===== config.mk =====
export PLATFORM = sky130hd
export DESIGN_NAME = cwg_shutdown_deadband
export DESIGN_NICKNAME = d
export VERILOG_FILES = /design/src/shared/cwg_sd_pkg.sv /design/src/verilog/cwg_shutdown_deadband.sv
export VERILOG_INCLUDE_DIRS = /design/src /design/src/shared
export SDC_FILE = /design/constraint.sdc
export NUM_CORES = 1
export LEC_CHECK = 0
export ABC_CLOCK_PERIOD_IN_PS = 2300
export BUFFER_PORTS_ARGS = -buffer_cell sky130_fd_sc_hd__buf_4
export CAP_MARGIN = 20
export CORE_ASPECT_RATIO = 0.9
export CORE_MARGIN = 10
export CORE_UTILIZATION = 30
export DETAILED_ROUTE_END_ITERATION = 16
export PLACE_DENSITY = 0.6
export SLEW_MARGIN = 20
export SYNTH_ARGS = -nofsm -noshare
export SYNTH_HDL_FRONTEND = slang
export SYNTH_SLANG_ARGS = --single-unit

===== constraint.sdc =====
create_clock -name aclk -period 2.3 [get_ports aclk]
set_clock_uncertainty 0.05 [all_clocks]
set_input_delay 0.23 -clock aclk [delete_from_list [all_inputs] [get_ports aclk]]
set_output_delay 0.23 -clock aclk [all_outputs]
set_load 0.005 [all_outputs]

===== src/shared/cwg_sd_params.svh =====
/*
  register offsets, field positions, reset values and response codes of the
  shutdown and rising dead-band block.
  assumes: included by bare name after the package.
*/
`ifndef CWG_SD_PARAMS_SVH
`define CWG_SD_PARAMS_SVH

// ==========================================================
// register byte offsets
`define OFS_SHUTDOWN_CONTROL 8'h00
`define OFS_RISING_DEADBAND  8'h04
`define OFS_WAVE_CONFIG      8'h08
`define OFS_POLARITY         8'h0c
`define OFS_IRQ_STATUS       8'h10
`define OFS_IRQ_MASK         8'h14

// ==========================================================
// shutdown_control field positions
`define BIT_SHUTDOWN_EVENT   7
`define BIT_AUTO_RESTART     6
`define BIT_COMP2_SD         3
`define BIT_COMP1_SD         2
`define BIT_FAULT_SD         1

// ==========================================================
// synchronised input indices
`define IDX_PWM1             0
`define IDX_PWM2             1
`define IDX_COMP1            2
`define IDX_COMP2            3
`define IDX_FAULT            4

// ==========================================================
// source select and shutdown state codes
`define SEL_PWM2             2'h3
`define SEL_PWM1             2'h2
`define SEL_COMP1            2'h1
`define SEL_COMP2            2'h0
`define SD_DRIVE_HIGH        2'h3
`define SD_DRIVE_LOW         2'h2
`define SD_TRISTATE          2'h1
`define SD_INACTIVE          2'h0

// ==========================================================
// reset values and bus responses
`define RST_SHUTDOWN_CONTROL 8'h00
`define RST_DEADBAND         6'h00
`define RESP_OKAY            2'h0
`define RESP_SLVERR          2'h2

`endif


===== src/shared/cwg_sd_pkg.sv =====
/*
  types of the shutdown and rising dead-band block: the whole state record.
  assumes: nothing beyond a systemverilog compiler.
*/
package cwg_sd_pkg;

  // ==========================================================
  // complete state of the block
  typedef struct packed {
    logic        awready;
    logic        wready;
    logic        arready;
    logic        aw_ok;
    logic [7:0]  awaddr;
    logic        w_ok;
    logic [7:0]  wdata;
    logic        wstrb0;
    logic        bvalid;
    logic [1:0]  bresp;
    logic        rvalid;
    logic [31:0] rdata;
    logic [1:0]  rresp;
    logic [4:0]  s1;
    logic [4:0]  s2;
    logic [4:0]  s3;
    logic [4:0]  filt;
    logic        flag;
    logic        arsen;
    logic        c2en;
    logic        c1en;
    logic        flten;
    logic [5:0]  dbr;
    logic [1:0]  sel;
    logic [1:0]  sda;
    logic [1:0]  sdb;
    logic        pola;
    logic        polb;
    logic        irq_stat;
    logic        irq_mask;
    logic        irq;
    logic        in_prev;
    logic [5:0]  db_cnt;
    logic        a_raw;
    logic        out_a;
    logic        oe_a;
    logic        out_b;
    logic        oe_b;
  } cwg_state_s;

endpackage


===== src/verilog/cwg_shutdown_deadband.sv =====
/*
  complementary waveform core: source select, rising dead band, auto-shutdown
  with restart, interrupt, axi4-lite register slave.
  assumes: one 100 mhz clock, synchronous active-low reset, asynchronous inputs.
*/
// Local design decisions: the AXI4-Lite register port and the address map.
// Summary of operation
// - input_source_select picks pwm2 (11), pwm1 (10), comparator 1 (01) or comparator 2 (00).
// - while the shutdown flag is set each output follows its own two-bit shutdown state.
// - the shutdown event flag in bit 7 of shutdown_control is set on a shutdown and cleared by auto restart or software.
// - bit 6 enables automatic restart; when clear the flag is held until software clears it.
// - bit 2 makes a high comparator 1 output cause shutdown; clear means no effect.
// - bit 1 makes an asserted fault input cause shutdown; clear means no effect.
// - a nonzero rising count n delays the rising edge of output a by n counts.
// - a rising count of zero adds no delay to the rising edge.
// - bits 7 and 6 of the rising dead-band register read as zero.
`timescale 1ns/10ps
`default_nettype none
`include "cwg_sd_params.svh"

module cwg_shutdown_deadband
  import cwg_sd_pkg::*;
(
  input  wire logic        aclk,
  input  wire logic        aresetn,
  input  wire logic [7:0]  s_axi_awaddr,
  input  wire logic        s_axi_awvalid,
  output var  logic        s_axi_awready,
  input  wire logic [31:0] s_axi_wdata,
  input  wire logic [3:0]  s_axi_wstrb,
  input  wire logic        s_axi_wvalid,
  output var  logic        s_axi_wready,
  output var  logic [1:0]  s_axi_bresp,
  output var  logic        s_axi_bvalid,
  input  wire logic        s_axi_bready,
  input  wire logic [7:0]  s_axi_araddr,
  input  wire logic        s_axi_arvalid,
  output var  logic        s_axi_arready,
  output var  logic [31:0] s_axi_rdata,
  output var  logic [1:0]  s_axi_rresp,
  output var  logic        s_axi_rvalid,
  input  wire logic        s_axi_rready,
  input  wire logic        pwm_unit1_output,
  input  wire logic        pwm_unit2_output,
  input  wire logic        comparator1_async_output,
  input  wire logic        comparator2_async_output,
  input  wire logic        fault_input,
  output var  logic        output_a,
  output var  logic        output_a_oe,
  output var  logic        output_b,
  output var  logic        output_b_oe,
  output var  logic        irq
);

  // ==========================================================
  // state and combinational helpers
  cwg_state_s state_reg;
  cwg_state_s state_next;
  logic [4:0] pins;
  logic       src_c;
  logic       in_c;
  logic       rise_c;
  logic       wr_c;
  logic       b_raw;
  logic [7:0] rd_byte;
  logic       rd_hit;
  integer     i;

  assign pins = {fault_input, comparator2_async_output, comparator1_async_output,
                 pwm_unit2_output, pwm_unit1_output};

  // ==========================================================
  // next-state logic
  always_comb
  begin
    state_next = state_reg;
    rd_byte    = 8'h00;
    rd_hit     = 1'b1;
    // three-stage pin synchronisers, accepted once stages two and three agree
    state_next.s1 = pins;
    state_next.s2 = state_reg.s1;
    state_next.s3 = state_reg.s2;
    for (i = 0; i < 5; i = i + 1)
    begin
      if (state_reg.s2[i] == state_reg.s3[i])
      begin
        state_next.filt[i] = state_reg.s3[i];
      end
    end
    // enabled shutdown sources
    src_c = (state_reg.c1en & state_reg.filt[`IDX_COMP1])
          | (state_reg.c2en & state_reg.filt[`IDX_COMP2])
          | (state_reg.flten & state_reg.filt[`IDX_FAULT]);
    // waveform source
    case (state_reg.sel)
      `SEL_PWM2:  in_c = state_reg.filt[`IDX_PWM2];
      `SEL_PWM1:  in_c = state_reg.filt[`IDX_PWM1];
      `SEL_COMP1: in_c = state_reg.filt[`IDX_COMP1];
      default:    in_c = state_reg.filt[`IDX_COMP2];
    endcase
    rise_c = in_c & ~state_reg.in_prev;
    state_next.in_prev = in_c;

    // write channel capture
    if (s_axi_awvalid && state_reg.awready)
    begin
      state_next.aw_ok  = 1'b1;
      state_next.awaddr = s_axi_awaddr;
    end
    if (s_axi_wvalid && state_reg.wready)
    begin
      state_next.w_ok   = 1'b1;
      state_next.wdata  = s_axi_wdata[7:0];
      state_next.wstrb0 = s_axi_wstrb[0];
    end
    if (state_reg.bvalid && s_axi_bready)
    begin
      state_next.bvalid = 1'b0;
    end
    // register write once both address and data are held
    wr_c = state_reg.aw_ok & state_reg.w_ok & ~state_reg.bvalid;
    if (wr_c)
    begin
      state_next.aw_ok  = 1'b0;
      state_next.w_ok   = 1'b0;
      state_next.bvalid = 1'b1;
      state_next.bresp  = `RESP_OKAY;
      case (state_reg.awaddr)
        `OFS_SHUTDOWN_CONTROL:
          if (state_reg.wstrb0)
          begin
            state_next.flag  = state_reg.wdata[`BIT_SHUTDOWN_EVENT];
            state_next.arsen = state_reg.wdata[`BIT_AUTO_RESTART];
            state_next.c2en  = state_reg.wdata[`BIT_COMP2_SD];
            state_next.c1en  = state_reg.wdata[`BIT_COMP1_SD];
            state_next.flten = state_reg.wdata[`BIT_FAULT_SD];
          end
        `OFS_RISING_DEADBAND:
          if (state_reg.wstrb0)
          begin
            state_next.dbr = state_reg.wdata[5:0];
          end
        `OFS_WAVE_CONFIG:
          if (state_reg.wstrb0)
          begin
            state_next.sel = state_reg.wdata[1:0];
            state_next.sda = state_reg.wdata[5:4];
            state_next.sdb = state_reg.wdata[7:6];
          end
        `OFS_POLARITY:
          if (state_reg.wstrb0)
          begin
            state_next.pola = state_reg.wdata[0];
            state_next.polb = state_reg.wdata[1];
          end
        `OFS_IRQ_STATUS:
          if (state_reg.wstrb0 && state_reg.wdata[0])
          begin
            state_next.irq_stat = 1'b0;
          end
        `OFS_IRQ_MASK:
          if (state_reg.wstrb0)
          begin
            state_next.irq_mask = state_reg.wdata[0];
          end
        default: state_next.bresp = `RESP_SLVERR;
      endcase
    end

    // shutdown flag: hardware set beats software clear
    if (src_c)
    begin
      state_next.flag = 1'b1;
    end
    else if (state_reg.arsen)
    begin
      state_next.flag = 1'b0;
    end
    // sticky event bit, set wins over write-one-to-clear
    if (src_c && !state_reg.flag)
    begin
      state_next.irq_stat = 1'b1;
    end
    state_next.irq = state_next.irq_stat & state_next.irq_mask;

    // read channel
    case (s_axi_araddr)
      `OFS_SHUTDOWN_CONTROL: rd_byte = {state_reg.flag, state_reg.arsen, 2'h0, state_reg.c2en,
                                        state_reg.c1en, state_reg.flten, 1'b0};
      `OFS_RISING_DEADBAND:  rd_byte = {2'h0, state_reg.dbr};
      `OFS_WAVE_CONFIG:      rd_byte = {state_reg.sdb, state_reg.sda, 2'h0, state_reg.sel};
      `OFS_POLARITY:         rd_byte = {6'h00, state_reg.polb, state_reg.pola};
      `OFS_IRQ_STATUS:       rd_byte = {7'h00, state_reg.irq_stat};
      `OFS_IRQ_MASK:         rd_byte = {7'h00, state_reg.irq_mask};
      default:               rd_hit  = 1'b0;
    endcase
    if (state_reg.rvalid && s_axi_rready)
    begin
      state_next.rvalid = 1'b0;
    end
    if (s_axi_arvalid && state_reg.arready)
    begin
      state_next.rvalid = 1'b1;
      state_next.rdata  = {24'h000000, rd_byte};
      state_next.rresp  = rd_hit ? `RESP_OKAY : `RESP_SLVERR;
    end
    state_next.awready = ~state_next.aw_ok & ~state_next.bvalid;
    state_next.wready  = ~state_next.w_ok & ~state_next.bvalid;
    state_next.arready = ~state_next.rvalid;

    // rising dead band on output a, falling edge passes at once
    if (!in_c)
    begin
      state_next.a_raw  = 1'b0;
      state_next.db_cnt = 6'h00;
    end
    else if (rise_c)
    begin
      if (state_reg.dbr == 6'h00)
      begin
        state_next.a_raw = 1'b1;
      end
      else
      begin
        state_next.a_raw  = 1'b0;
        state_next.db_cnt = state_reg.dbr;
      end
    end
    else if (state_reg.db_cnt != 6'h00)
    begin
      state_next.db_cnt = state_reg.db_cnt - 6'h01;
      if (state_reg.db_cnt == 6'h01)
      begin
        state_next.a_raw = 1'b1;
      end
    end
    b_raw = ~in_c;

    // output drive: normal complementary or per-output shutdown state
    state_next.oe_a  = 1'b1;
    state_next.oe_b  = 1'b1;
    state_next.out_a = state_next.a_raw ^ state_reg.pola;
    state_next.out_b = b_raw ^ state_reg.polb;
    if (state_next.flag)
    begin
      case (state_reg.sda)
        `SD_DRIVE_HIGH: state_next.out_a = 1'b1;
        `SD_DRIVE_LOW:  state_next.out_a = 1'b0;
        `SD_TRISTATE:   state_next.oe_a  = 1'b0;
        default:        state_next.out_a = state_reg.pola;
      endcase
      case (state_reg.sdb)
        `SD_DRIVE_HIGH: state_next.out_b = 1'b1;
        `SD_DRIVE_LOW:  state_next.out_b = 1'b0;
        `SD_TRISTATE:   state_next.oe_b  = 1'b0;
        default:        state_next.out_b = state_reg.polb;
      endcase
    end
  end

  // ==========================================================
  // state register
  always_ff @(posedge aclk)
  begin
    if (!aresetn)
    begin
      state_reg <= '0;
    end
    else
    begin
      state_reg <= state_next;
    end
  end

  // ==========================================================
  // outputs straight from flops
  assign s_axi_awready = state_reg.awready;
  assign s_axi_wready  = state_reg.wready;
  assign s_axi_bvalid  = state_reg.bvalid;
  assign s_axi_bresp   = state_reg.bresp;
  assign s_axi_arready = state_reg.arready;
  assign s_axi_rvalid  = state_reg.rvalid;
  assign s_axi_rdata   = state_reg.rdata;
  assign s_axi_rresp   = state_reg.rresp;
  assign output_a      = state_reg.out_a;
  assign output_a_oe   = state_reg.oe_a;
  assign output_b      = state_reg.out_b;
  assign output_b_oe   = state_reg.oe_b;
  assign irq           = state_reg.irq;
endmodule

`default_nettype wire

==> results of run 1 <==
worst paths after layout:
path                         start              to  slack (ns)
setup / recovery     state_reg[25]        output_a        0.18
hold / removal    pwm_unit1_output  state_next[44]        0.05
setup reg to reg     state_reg[25]        output_a        0.18
hold reg to reg     state_next[47]  state_next[42]        0.38
metal layers:
metal | part of all wire, % | up-vias | GRT usage (%)
li1 | - | 1471 | -
met1 | 46 | 1383 | 12.6
met2 | 43 | 83 | 14.8
met3 | 9.3 | 10 | 4.09
met4 | 1.3 | 0 | 3.49
met5 | 0 | - | 0
metrics by stage:
step	hold WS, ns	setup slack [ns]	utilization (%)	cell area, um^2
2_1_floorplan	0.307	0.312	-	3830
3_3_place_gp	0.371	0.219	34.6	4200
3_5_place_dp	0.370	0.201	34.6	4200
4_1_cts	0.0370	0.174	36.9	4480
5_1_grt	0.0434	0.0472	36.9	4480
6_report	0.0530	0.178	36.9	4480
power breakdown:
part | switching, mW | internal [mW]
Clock | 0.558 | 0.841
Combinational | 0.0947 | 0.0876
Sequential | 0.0313 | 1.56
Total | 0.684 | 2.49
critical path, stage by stage, from the launching register on:
cell and delay, ns:
dfxtp_1 0.33, or4_1 0.55, o31a_1 0.32, o31a_1 0.32
nor4_1 0.33, a2111oi_2 0.09
logic make-up (layout without fill, tap and decap cells):
group                    Yosys count  count (layout)  synth area share, %
flip-flops                        88              88                 47.1
XOR/XNOR                           1               1                0.234
AO/OA/AOI/OAI                     76              76                 12.9
AND/OR/NAND/NOR                  154             154                 20.4
buffers and inverters             61              91                 9.77
other                              1              26                0.100
multiplexers                      29              29                 8.49
adder cells (fa/ha/maj)            3               3                 1.00
layout by cell type (no fill, tap or decap), drive strengths merged, types with 2 or more instances in the layout:
| master | count |
|---|---|
| o21ai | 12 |
| buf | 65 |
| nand2 | 53 |
| a311oi | 2 |
| mux2 | 2 |
| a22o | 4 |
| and3b | 2 |
| or4 | 3 |
| a2111oi | 2 |
| o311ai | 2 |
| a31oi | 4 |
| o31a | 2 |
| nand3 | 12 |
| conb | 26 |
| nor3 | 9 |
| nor2b | 6 |
| ha | 3 |
| and3 | 3 |
| nand2b | 4 |
| nand3b | 2 |
| and2 | 18 |
| inv | 10 |
| nor2 | 30 |
| mux2i | 25 |
| a22oi | 2 |
| dfxtp | 88 |
| clkbuf | 13 |
| nand4 | 2 |
| nor4b | 2 |
| a21oi | 39 |
| mux4 | 2 |
| nor4 | 4 |
area by class of cell:
class,count,area share [%]
sequential,88,39.3
timing repair buffer,65,10.9
multi-input combinational,289,38.1
clock inverter,3,0.950
tap,160,4.47
clock buffer,13,5.36
inverter,10,0.838
==> flow_summary_export.csv, run 1 <==
group,metric,value,unit
yosys,synth_cells,413,
clocking,insertion_delay,0.34,ns
die,start_util,30.9,%
clocking,htreeDepth,3,
route,drtPass1Iterations,4,
route,ant_nets,0,
pwr,p_per_area,709,mW/mm^2
clocking,clockBufferDepth,2,
job,cap_violations,0,
global_route,grt_max_degree,36,
hold_path,hp-class,"in2reg",
global_route,first_global_vias,2877,
yosys,ys_types,53,
place,placedCellCount,612,
die,die_h,126,um
worst_setup_path,r2r_cells,5,
route,routed_via_density,4.69,
yosys,ys_seq_area_share,47.1,%
finish,synthToLayoutAreaGrowth,19.7,%
clocking,clockRootBuffer,"clkbuf_16",
yosys,ys_ff_latch,88,
timing,worst_pin_slew,0.593,ns
finish,diodes,0,
yosys,synth_warnings,0,
timing,relSlewSlack,59.5,%
finish,multi_input_area,0.00171,mm^2
yosys,synth_edf_count,0,
die,rows,38,
yosys,async_reset_ff_share,0,%
global_route,grt_usage,9.91,%
clocking,clkTransAtPathRegs,0.06,ns
finish,seq_area,0.00176,mm^2
yosys,synthFlopType,"dfxtp_1",
route,first_iter_violations,152,
clocking,post_cts_buffers,0,
route,wire_per_inst,13.8,um
worst_setup_path,critical_path_class,"reg2reg",
yosys,syn_avg_cell_area,9.06,um^2
global_route,gr-total-overflow,0,
finish,nFillCells,1228,
timing,min_period,2.12,ns
finish,nets,530,
pwr,power.leakage,1.77,nW
place,globalplace.congestion,0.861,
global_route,grt_pass1_wl,13900,um
global_route,antenna_found_initial,0,
route,drt-total-wl,8690,um
yosys,synth.most_common_cell,"dfxtp_1",
timing,post-route-period-util,92.3,%
finish,drive_above_1_share,18.2,%
pwr,finalPower,3.18,mW
worst_setup_path,crit_path_end_kind,"register",
die,pin_count,110,
yosys,synth.top_cell.area_share,47.1,%
place,portBuffers,56,
clocking,numCtsBuffers,9,
hold_path,min_path_cells,2,
die,die_w,138,um
timing,maxSlewViolCount,0,
die,coreArea,0.0121,mm^2
clocking,clkSinkCount,88,
clocking,cts_tree,"yes",
worst_setup_path,cp.arrival,2.28,ns
run_status,status,"finished clean",
die,die-area,0.0173,mm^2
worst_setup_path,cp_max_fo,4,
timing,finalHoldViolCount,0,
yosys,synth_common_cells,"dfxtp_1, nand2_1, a21oi_1",
route,drc,0,
worst_setup_path,critPathRequiredTime,2.46,ns
finish,largest_reg_flops,58,
yosys,synth_area_leaders,"dfxtp_1, buf_4, mux2i_1, a21oi_1, nand2_1",
timing,setup_viol,0,
yosys,synth.cell_area,0.00374,mm^2
timing,rsz0062_at_grt,"false",
route,vias,2947,
timing,max_freq,471,MHz
pwr,ir_drop,0.359,mV
timing,fin_setup_tns,0,ns
clocking,hold_buffers,0,
worst_setup_path,worstSetupStartpointType,"register",
finish,fin_cells,628,
yosys,synth_area_leader_cell,"dfxtp_1",
place,hpwl,6640,um
clocking,cts.repair.resized,0,
No activity file was read; power rests on OpenSTA's default activity.
==> run 2, diff against run 1 <==
--- a/config.mk
+++ b/config.mk
@@ -12,6 +12,7 @@
 export CORE_ASPECT_RATIO = 0.9
 export CORE_MARGIN = 10
 export CORE_UTILIZATION = 30
+export CTS_BUF_LIST = sky130_fd_sc_hd__clkbuf_4
 export DETAILED_ROUTE_END_ITERATION = 16
 export PLACE_DENSITY = 0.6
 export SLEW_MARGIN = 20
==> run 2 against run 1 <==
Clock power down 38%. Die area stayed put. Combinational power rose by 17%. Global-route usage increased by 0.20 points. Fmax shrank 0.35%. Wire length increased by 1.4%. Critical endpoint unchanged. Largest cell class unchanged. Largest power group unchanged.
==> flow_summary_export.csv, run 2 (synthesized netlist as in run 1, its figures left out) <==
group,metric,value,unit
run_status,status,"finished clean",
worst_setup_path,crit_path_end_kind,"register",
pwr,p_per_area,588,mW/mm^2
hold_path,min_path_cells,3,
timing,finalHoldViolCount,0,
timing,setup_viol,0,
finish,drive_above_1_share,18.2,%
hold_path,hp-class,"in2reg",
worst_setup_path,worstSetupStartpointType,"register",
die,pin_count,110,
clocking,htreeDepth,3,
route,met3WireLength,712,um
place,portBuffers,56,
finish,fin_cells,650,
worst_setup_path,cp_cell_sequence,"or4_1 > o31a_1 > o31a_1 > nor4_1 > a2111oi_2",
place,place_ws,0.201,ns
worst_setup_path,cpMostUsedCell,"o31a_1",
worst_setup_path,r2r_cells,5,
global_route,gr-total-overflow,0,
worst_setup_path,critPathRequiredTime,2.56,ns
die,coreArea,0.0121,mm^2
global_route,grt_usage,10.1,%
timing,relSlewSlack,59.5,%
die,die_w,138,um
die,die-area,0.0173,mm^2
route,first_iter_violations,150,
route,vias,3050,
worst_setup_path,cp_slowest_stage_delay,0.55,ns
finish,nets,552,
finish,diodes,0,
finish,nFillCells,1235,
pwr,finalPower,2.68,mW
place,globalplace.congestion,0.861,
route,routed_via_density,4.69,
timing,max_freq,470,MHz
worst_setup_path,r2r_end,"output_a",
finish,largest_reg_flops,58,
timing,fin_setup_tns,0,ns
clocking,clkTransAtPathRegs,0.13,ns
pwr,ir_drop,0.292,mV
timing,worst_slack,0.170,ns
global_route,first_global_vias,2945,
job,cap_violations,0,
worst_setup_path,critical_path_class,"reg2reg",
timing,maxSlewViolCount,0,
worst_setup_path,cp_slowest_cell,"or4_1",
finish,synthToLayoutAreaGrowth,21.8,%
route,drtPass1Iterations,5,
global_route,grt_max_degree,36,
clocking,clkSinkCount,88,
clocking,clockBufferDepth,2,
worst_setup_path,rrSetupSlack,0.17,ns
hold_path,holdCritStartpoint,"s_axi_rready",
route,drt-total-wl,8820,um
route,ant_nets,0,
clocking,numCtsBuffers,9,
place,placedCellCount,612,
route,wire_per_inst,13.6,um
clocking,cts.repair.resized,0,
worst_setup_path,cp.arrival,2.39,ns
finish,final_cell_mix,"dfxtp_1, buf_4, nand2_1, a21oi_1, nor2_1",
hold_path,holdPathEnd,"s_axi_rvalid",
timing,min_period,2.13,ns
clocking,cts_tree,"yes",
worst_setup_path,r2r-start,"state_reg[25]",
place,hpwl,6640,um
die,start_util,30.9,%
route,dr_wl_met2,3800,um
route,highest_layer,"met4",
route,drc,0,
die,rows,38,
die,die_h,126,um
worst_setup_path,cp_max_fo,4,
finish,final_common_cell,"dfxtp_1",
route,m1WireLength,4220,um
timing,holdWs,0.0332,ns
pwr,power.leakage,1.80,nW
global_route,antenna_found_initial,0,
global_route,grt_pass1_wl,14300,um
timing,worst_pin_slew,0.592,ns
timing,post-route-period-util,92.6,%
timing,rsz0062_at_grt,"false",
clocking,insertion_delay,0.43,ns
clocking,clockRootBuffer,"clkbuf_4",
## run 2: cell types whose count changed in the layout (fill, tap and decap cells not counted)
| cell | delta |
|---|---|
| clkbuf_1 | -4 |
| clkbuf_16 | -9 |
| dlygate4sd3_1 | +22 |
| clkbuf_4 | +13 |
## run 2: cell type report
cell class / count / area (um^2) / share of cell area, %
clock buffers: 13 / 97.6 / 2.14
clock inverters: 3 / 42.5 / 0.934
inverters: 10 / 37.5 / 0.824
multi-input cells: 289 / 1710 / 37.5
flip-flops and latches: 88 / 1760 / 38.7
well taps: 160 / 200 / 4.39
repair buffers: 87 / 708 / 15.5
## run 2: timing repair
action                     in CTS  in global routing
setup endpoints to repair       0                  0
hold endpoints to repair       22                  0
hold buffers                   22                  0
buffers inserted                0                  0
## run 2: worst max-delay path: cells and delay by family (launching register included)
family / cells / cell delay (ns)
simple gates: 2 / 0.88
flops: 1 / 0.36
compound gates: 3 / 0.73
## run 2: per-layer routing
layer	GRT usage, %	vias up
li1	-	1518
met1	13.0	1443
met2	15.2	80
met3	4.13	9
met4	2.76	0
met5	0	-
## run 2: how the worst max path moves through the flow
stage	from	end	slack (ns)	cells after the start
floorplan	state_reg[25]	output_a	0.31	5
global placement	state_reg[25]	output_a	0.22	5
detailed placement	state_reg[25]	output_a	0.20	5
CTS	state_reg[25]	output_a	0.17	5
global route	state_reg[109]	output_a	0.03	5
finish	state_reg[25]	output_a	0.17	5
## run 2: report_power, final
part | total [mW] | internal [mW] | switching [mW]
Sequential | 1.59 | 1.56 | 0.0322
Combinational | 0.213 | 0.112 | 0.101
Clock | 0.869 | 0.380 | 0.489
Total | 2.68 | 2.05 | 0.622
## run 2: through the flow
step                      cell area (um^2)  util (%)
after floorplan                       3830         -
after global placement                4200      34.6
after detailed placement              4200      34.6
after CTS                             4560      37.6
after global routing                  4560      37.6
final                                 4560      37.6
==> run 3, diff against run 2 <==
--- a/config.mk
+++ b/config.mk
@@ -11,10 +11,11 @@
 export CAP_MARGIN = 20
 export CORE_ASPECT_RATIO = 0.9
 export CORE_MARGIN = 10
-export CORE_UTILIZATION = 30
+export CORE_UTILIZATION = 53
 export CTS_BUF_LIST = sky130_fd_sc_hd__clkbuf_4
 export DETAILED_ROUTE_END_ITERATION = 16
-export PLACE_DENSITY = 0.6
+export PLACE_DENSITY = 0.91
+export REMOVE_ABC_BUFFERS = 1
 export SLEW_MARGIN = 20
 export SYNTH_ARGS = -nofsm -noshare
 export SYNTH_HDL_FRONTEND = slang
==> run 3 against run 2 <==
Clock-buffer cell count fell by 2. Critical path depth did not move. Core utilization rose by 28 points. Clock power rose by 11%. Flip-flop and latch count did not move. Die area fell by 38%. Fmax fell by 3.8%. Critical endpoint unchanged.
==> flow_summary_export.csv, run 3 (synthesized netlist as in run 1, its figures left out) <==
group,metric,value,unit
clocking,htreeDepth,3,
die,pin_count,110,
finish,nets,543,
hold_path,holdCritStartpoint,"s_axi_awaddr[4]",
timing,finalHoldViolCount,0,
worst_setup_path,cp.arrival,2.46,ns
worst_setup_path,cp_max_fo,4,
route,ant_nets,0,
worst_setup_path,critical_path_class,"reg2reg",
worst_setup_path,critical_path.startpoint,"state_reg[25]",
route,vias,3024,
finish,seq_area,0.00176,mm^2
die,die-area,0.0108,mm^2
route,first_iter_violations,138,
worst_setup_path,r2r-start,"state_reg[25]",
clocking,numCtsBuffers,9,
timing,maxSlewViolCount,0,
global_route,gr-total-overflow,0,
die,die_h,99.7,um
global_route,grt_max_degree,30,
global_route,antenna_found_initial,0,
route,drtPass1Iterations,5,
place,placedCellCount,539,
clocking,cts_tree,"yes",
timing,min_period,2.21,ns
timing,relSlewSlack,53.2,%
worst_setup_path,worstSetupStartpointType,"register",
job,cap_violations,0,
global_route,first_global_vias,2995,
global_route,grt_pass1_wl,13500,um
die,start_util,55.6,%
clocking,clockBufferDepth,2,
pwr,ir_drop,0.432,mV
route,drt-total-wl,8530,um
pwr,p_per_area,626,mW/mm^2
global_route,grt_usage,15.3,%
place,globalplace.congestion,0.881,
timing,fin_setup_tns,0,ns
finish,synthToLayoutAreaGrowth,18.0,%
finish,final_common_cell,"dfxtp_1",
finish,diodes,0,
route,routed_via_density,5.30,
worst_setup_path,crit_path_end_kind,"register",
timing,post-route-period-util,96.3,%
timing,setup_viol,0,
clocking,insertion_delay,0.42,ns
finish,largest_reg_flops,58,
die,rows,28,
timing,worst_pin_slew,0.690,ns
finish,fin_cells,571,
finish,final_cell_mix,"dfxtp_1, buf_4, nand2_1, a21oi_1, nor2_1",
die,die_w,109,um
timing,rsz0062_at_grt,"false",
run_status,status,"finished clean",
hold_path,hp-class,"in2reg",
clocking,clkTransAtPathRegs,0.13,ns
finish,drive_above_1_share,17.9,%
clocking,clkSinkCount,88,
place,hpwl,6330,um
pwr,power.leakage,1.78,nW
timing,max_freq,452,MHz
route,wire_per_inst,14.9,um
worst_setup_path,critPathRequiredTime,2.54,ns
clocking,clockRootBuffer,"clkbuf_4",
place,portBuffers,56,
finish,nFillCells,531,
clocking,post_cts_buffers,0,
finish,multi_input_area,0.00171,mm^2
die,coreArea,0.00673,mm^2
route,drc,0,
[run 3: cell types whose count changed in the layout (fill, tap and decap cells not counted), sizes merged]
cell	before	now
clkinv	1	3
dlygate4sd3	22	16
clkbuf	13	11
clkinvlp	1	0
buf	65	62
bufinv	1	2
[run 3: final timing paths]
path | slack (ns) | cells past startpoint | endpoint
max | 0.09 | 5 | output_a
min | 0.02 | 3 | state_reg[106]
max reg2reg | 0.09 | 5 | output_a
min reg2reg | 0.40 | 1 | state_next[41]
[run 3: area by class of cell]
type	instances	area share, %
flip-flops and latches	88	39.9
multi-input cells	289	38.8
repair buffers	78	14.2
well taps	90	2.55
clock buffers	11	1.87
clock inverters	5	1.84
inverters	10	0.850
[run 3: where the power goes]
| group | internal (mW) | total, mW | switching, mW |
|---|---|---|---|
| registers | 1.56 | 1.59 | 0.0302 |
| clock network | 0.467 | 0.967 | 0.500 |
| logic | 0.105 | 0.205 | 0.0997 |
| total | 2.13 | 2.77 | 0.630 |
[run 3: timing repair]
| item | 4_1_cts | 5_1_grt |
|---|---|---|
| endpoints found under the hold margin | 15 | 1 |
| hold buffers | 15 | 1 |
| resized for setup | 0 | 1 |
| endpoints found under the setup margin | 0 | 1 |
[run 3: layer usage]
metal / global-route usage (%) / part of all wire (%) / vias up
li1: - / - / 1490
met1: 18.1 / 42 / 1368
met2: 23.9 / 45 / 153
met3: 5.03 / 11 / 13
met4: 8.51 / 1.8 / 0
met5: 0 / 0 / -
[run 3: critical path, stage by stage (launching register included)]
cell and delay (ns):
dfxtp_1 0.36, or4_1 0.55, o31a_1 0.33, o31a_1 0.33, nor4_1 0.38, a2111oi_2 0.10
[run 3: metrics by stage]
step / power (mW) / area, um^2 / utilization, % / setup WS, ns / hold slack (ns)
2_1_floorplan: 1.70 / 3510 / - / 0.269 / 0.298
3_3_place_gp: 1.80 / 4090 / 60.7 / 0.243 / 0.366
3_5_place_dp: 1.81 / 4090 / 60.7 / 0.164 / 0.367
4_1_cts: 2.77 / 4400 / 65.4 / 0.141 / 0.000826
5_1_grt: 2.87 / 4420 / 65.6 / 0.0355 / 0.00376
6_report: 2.77 / 4420 / 65.6 / 0.0862 / 0.0157
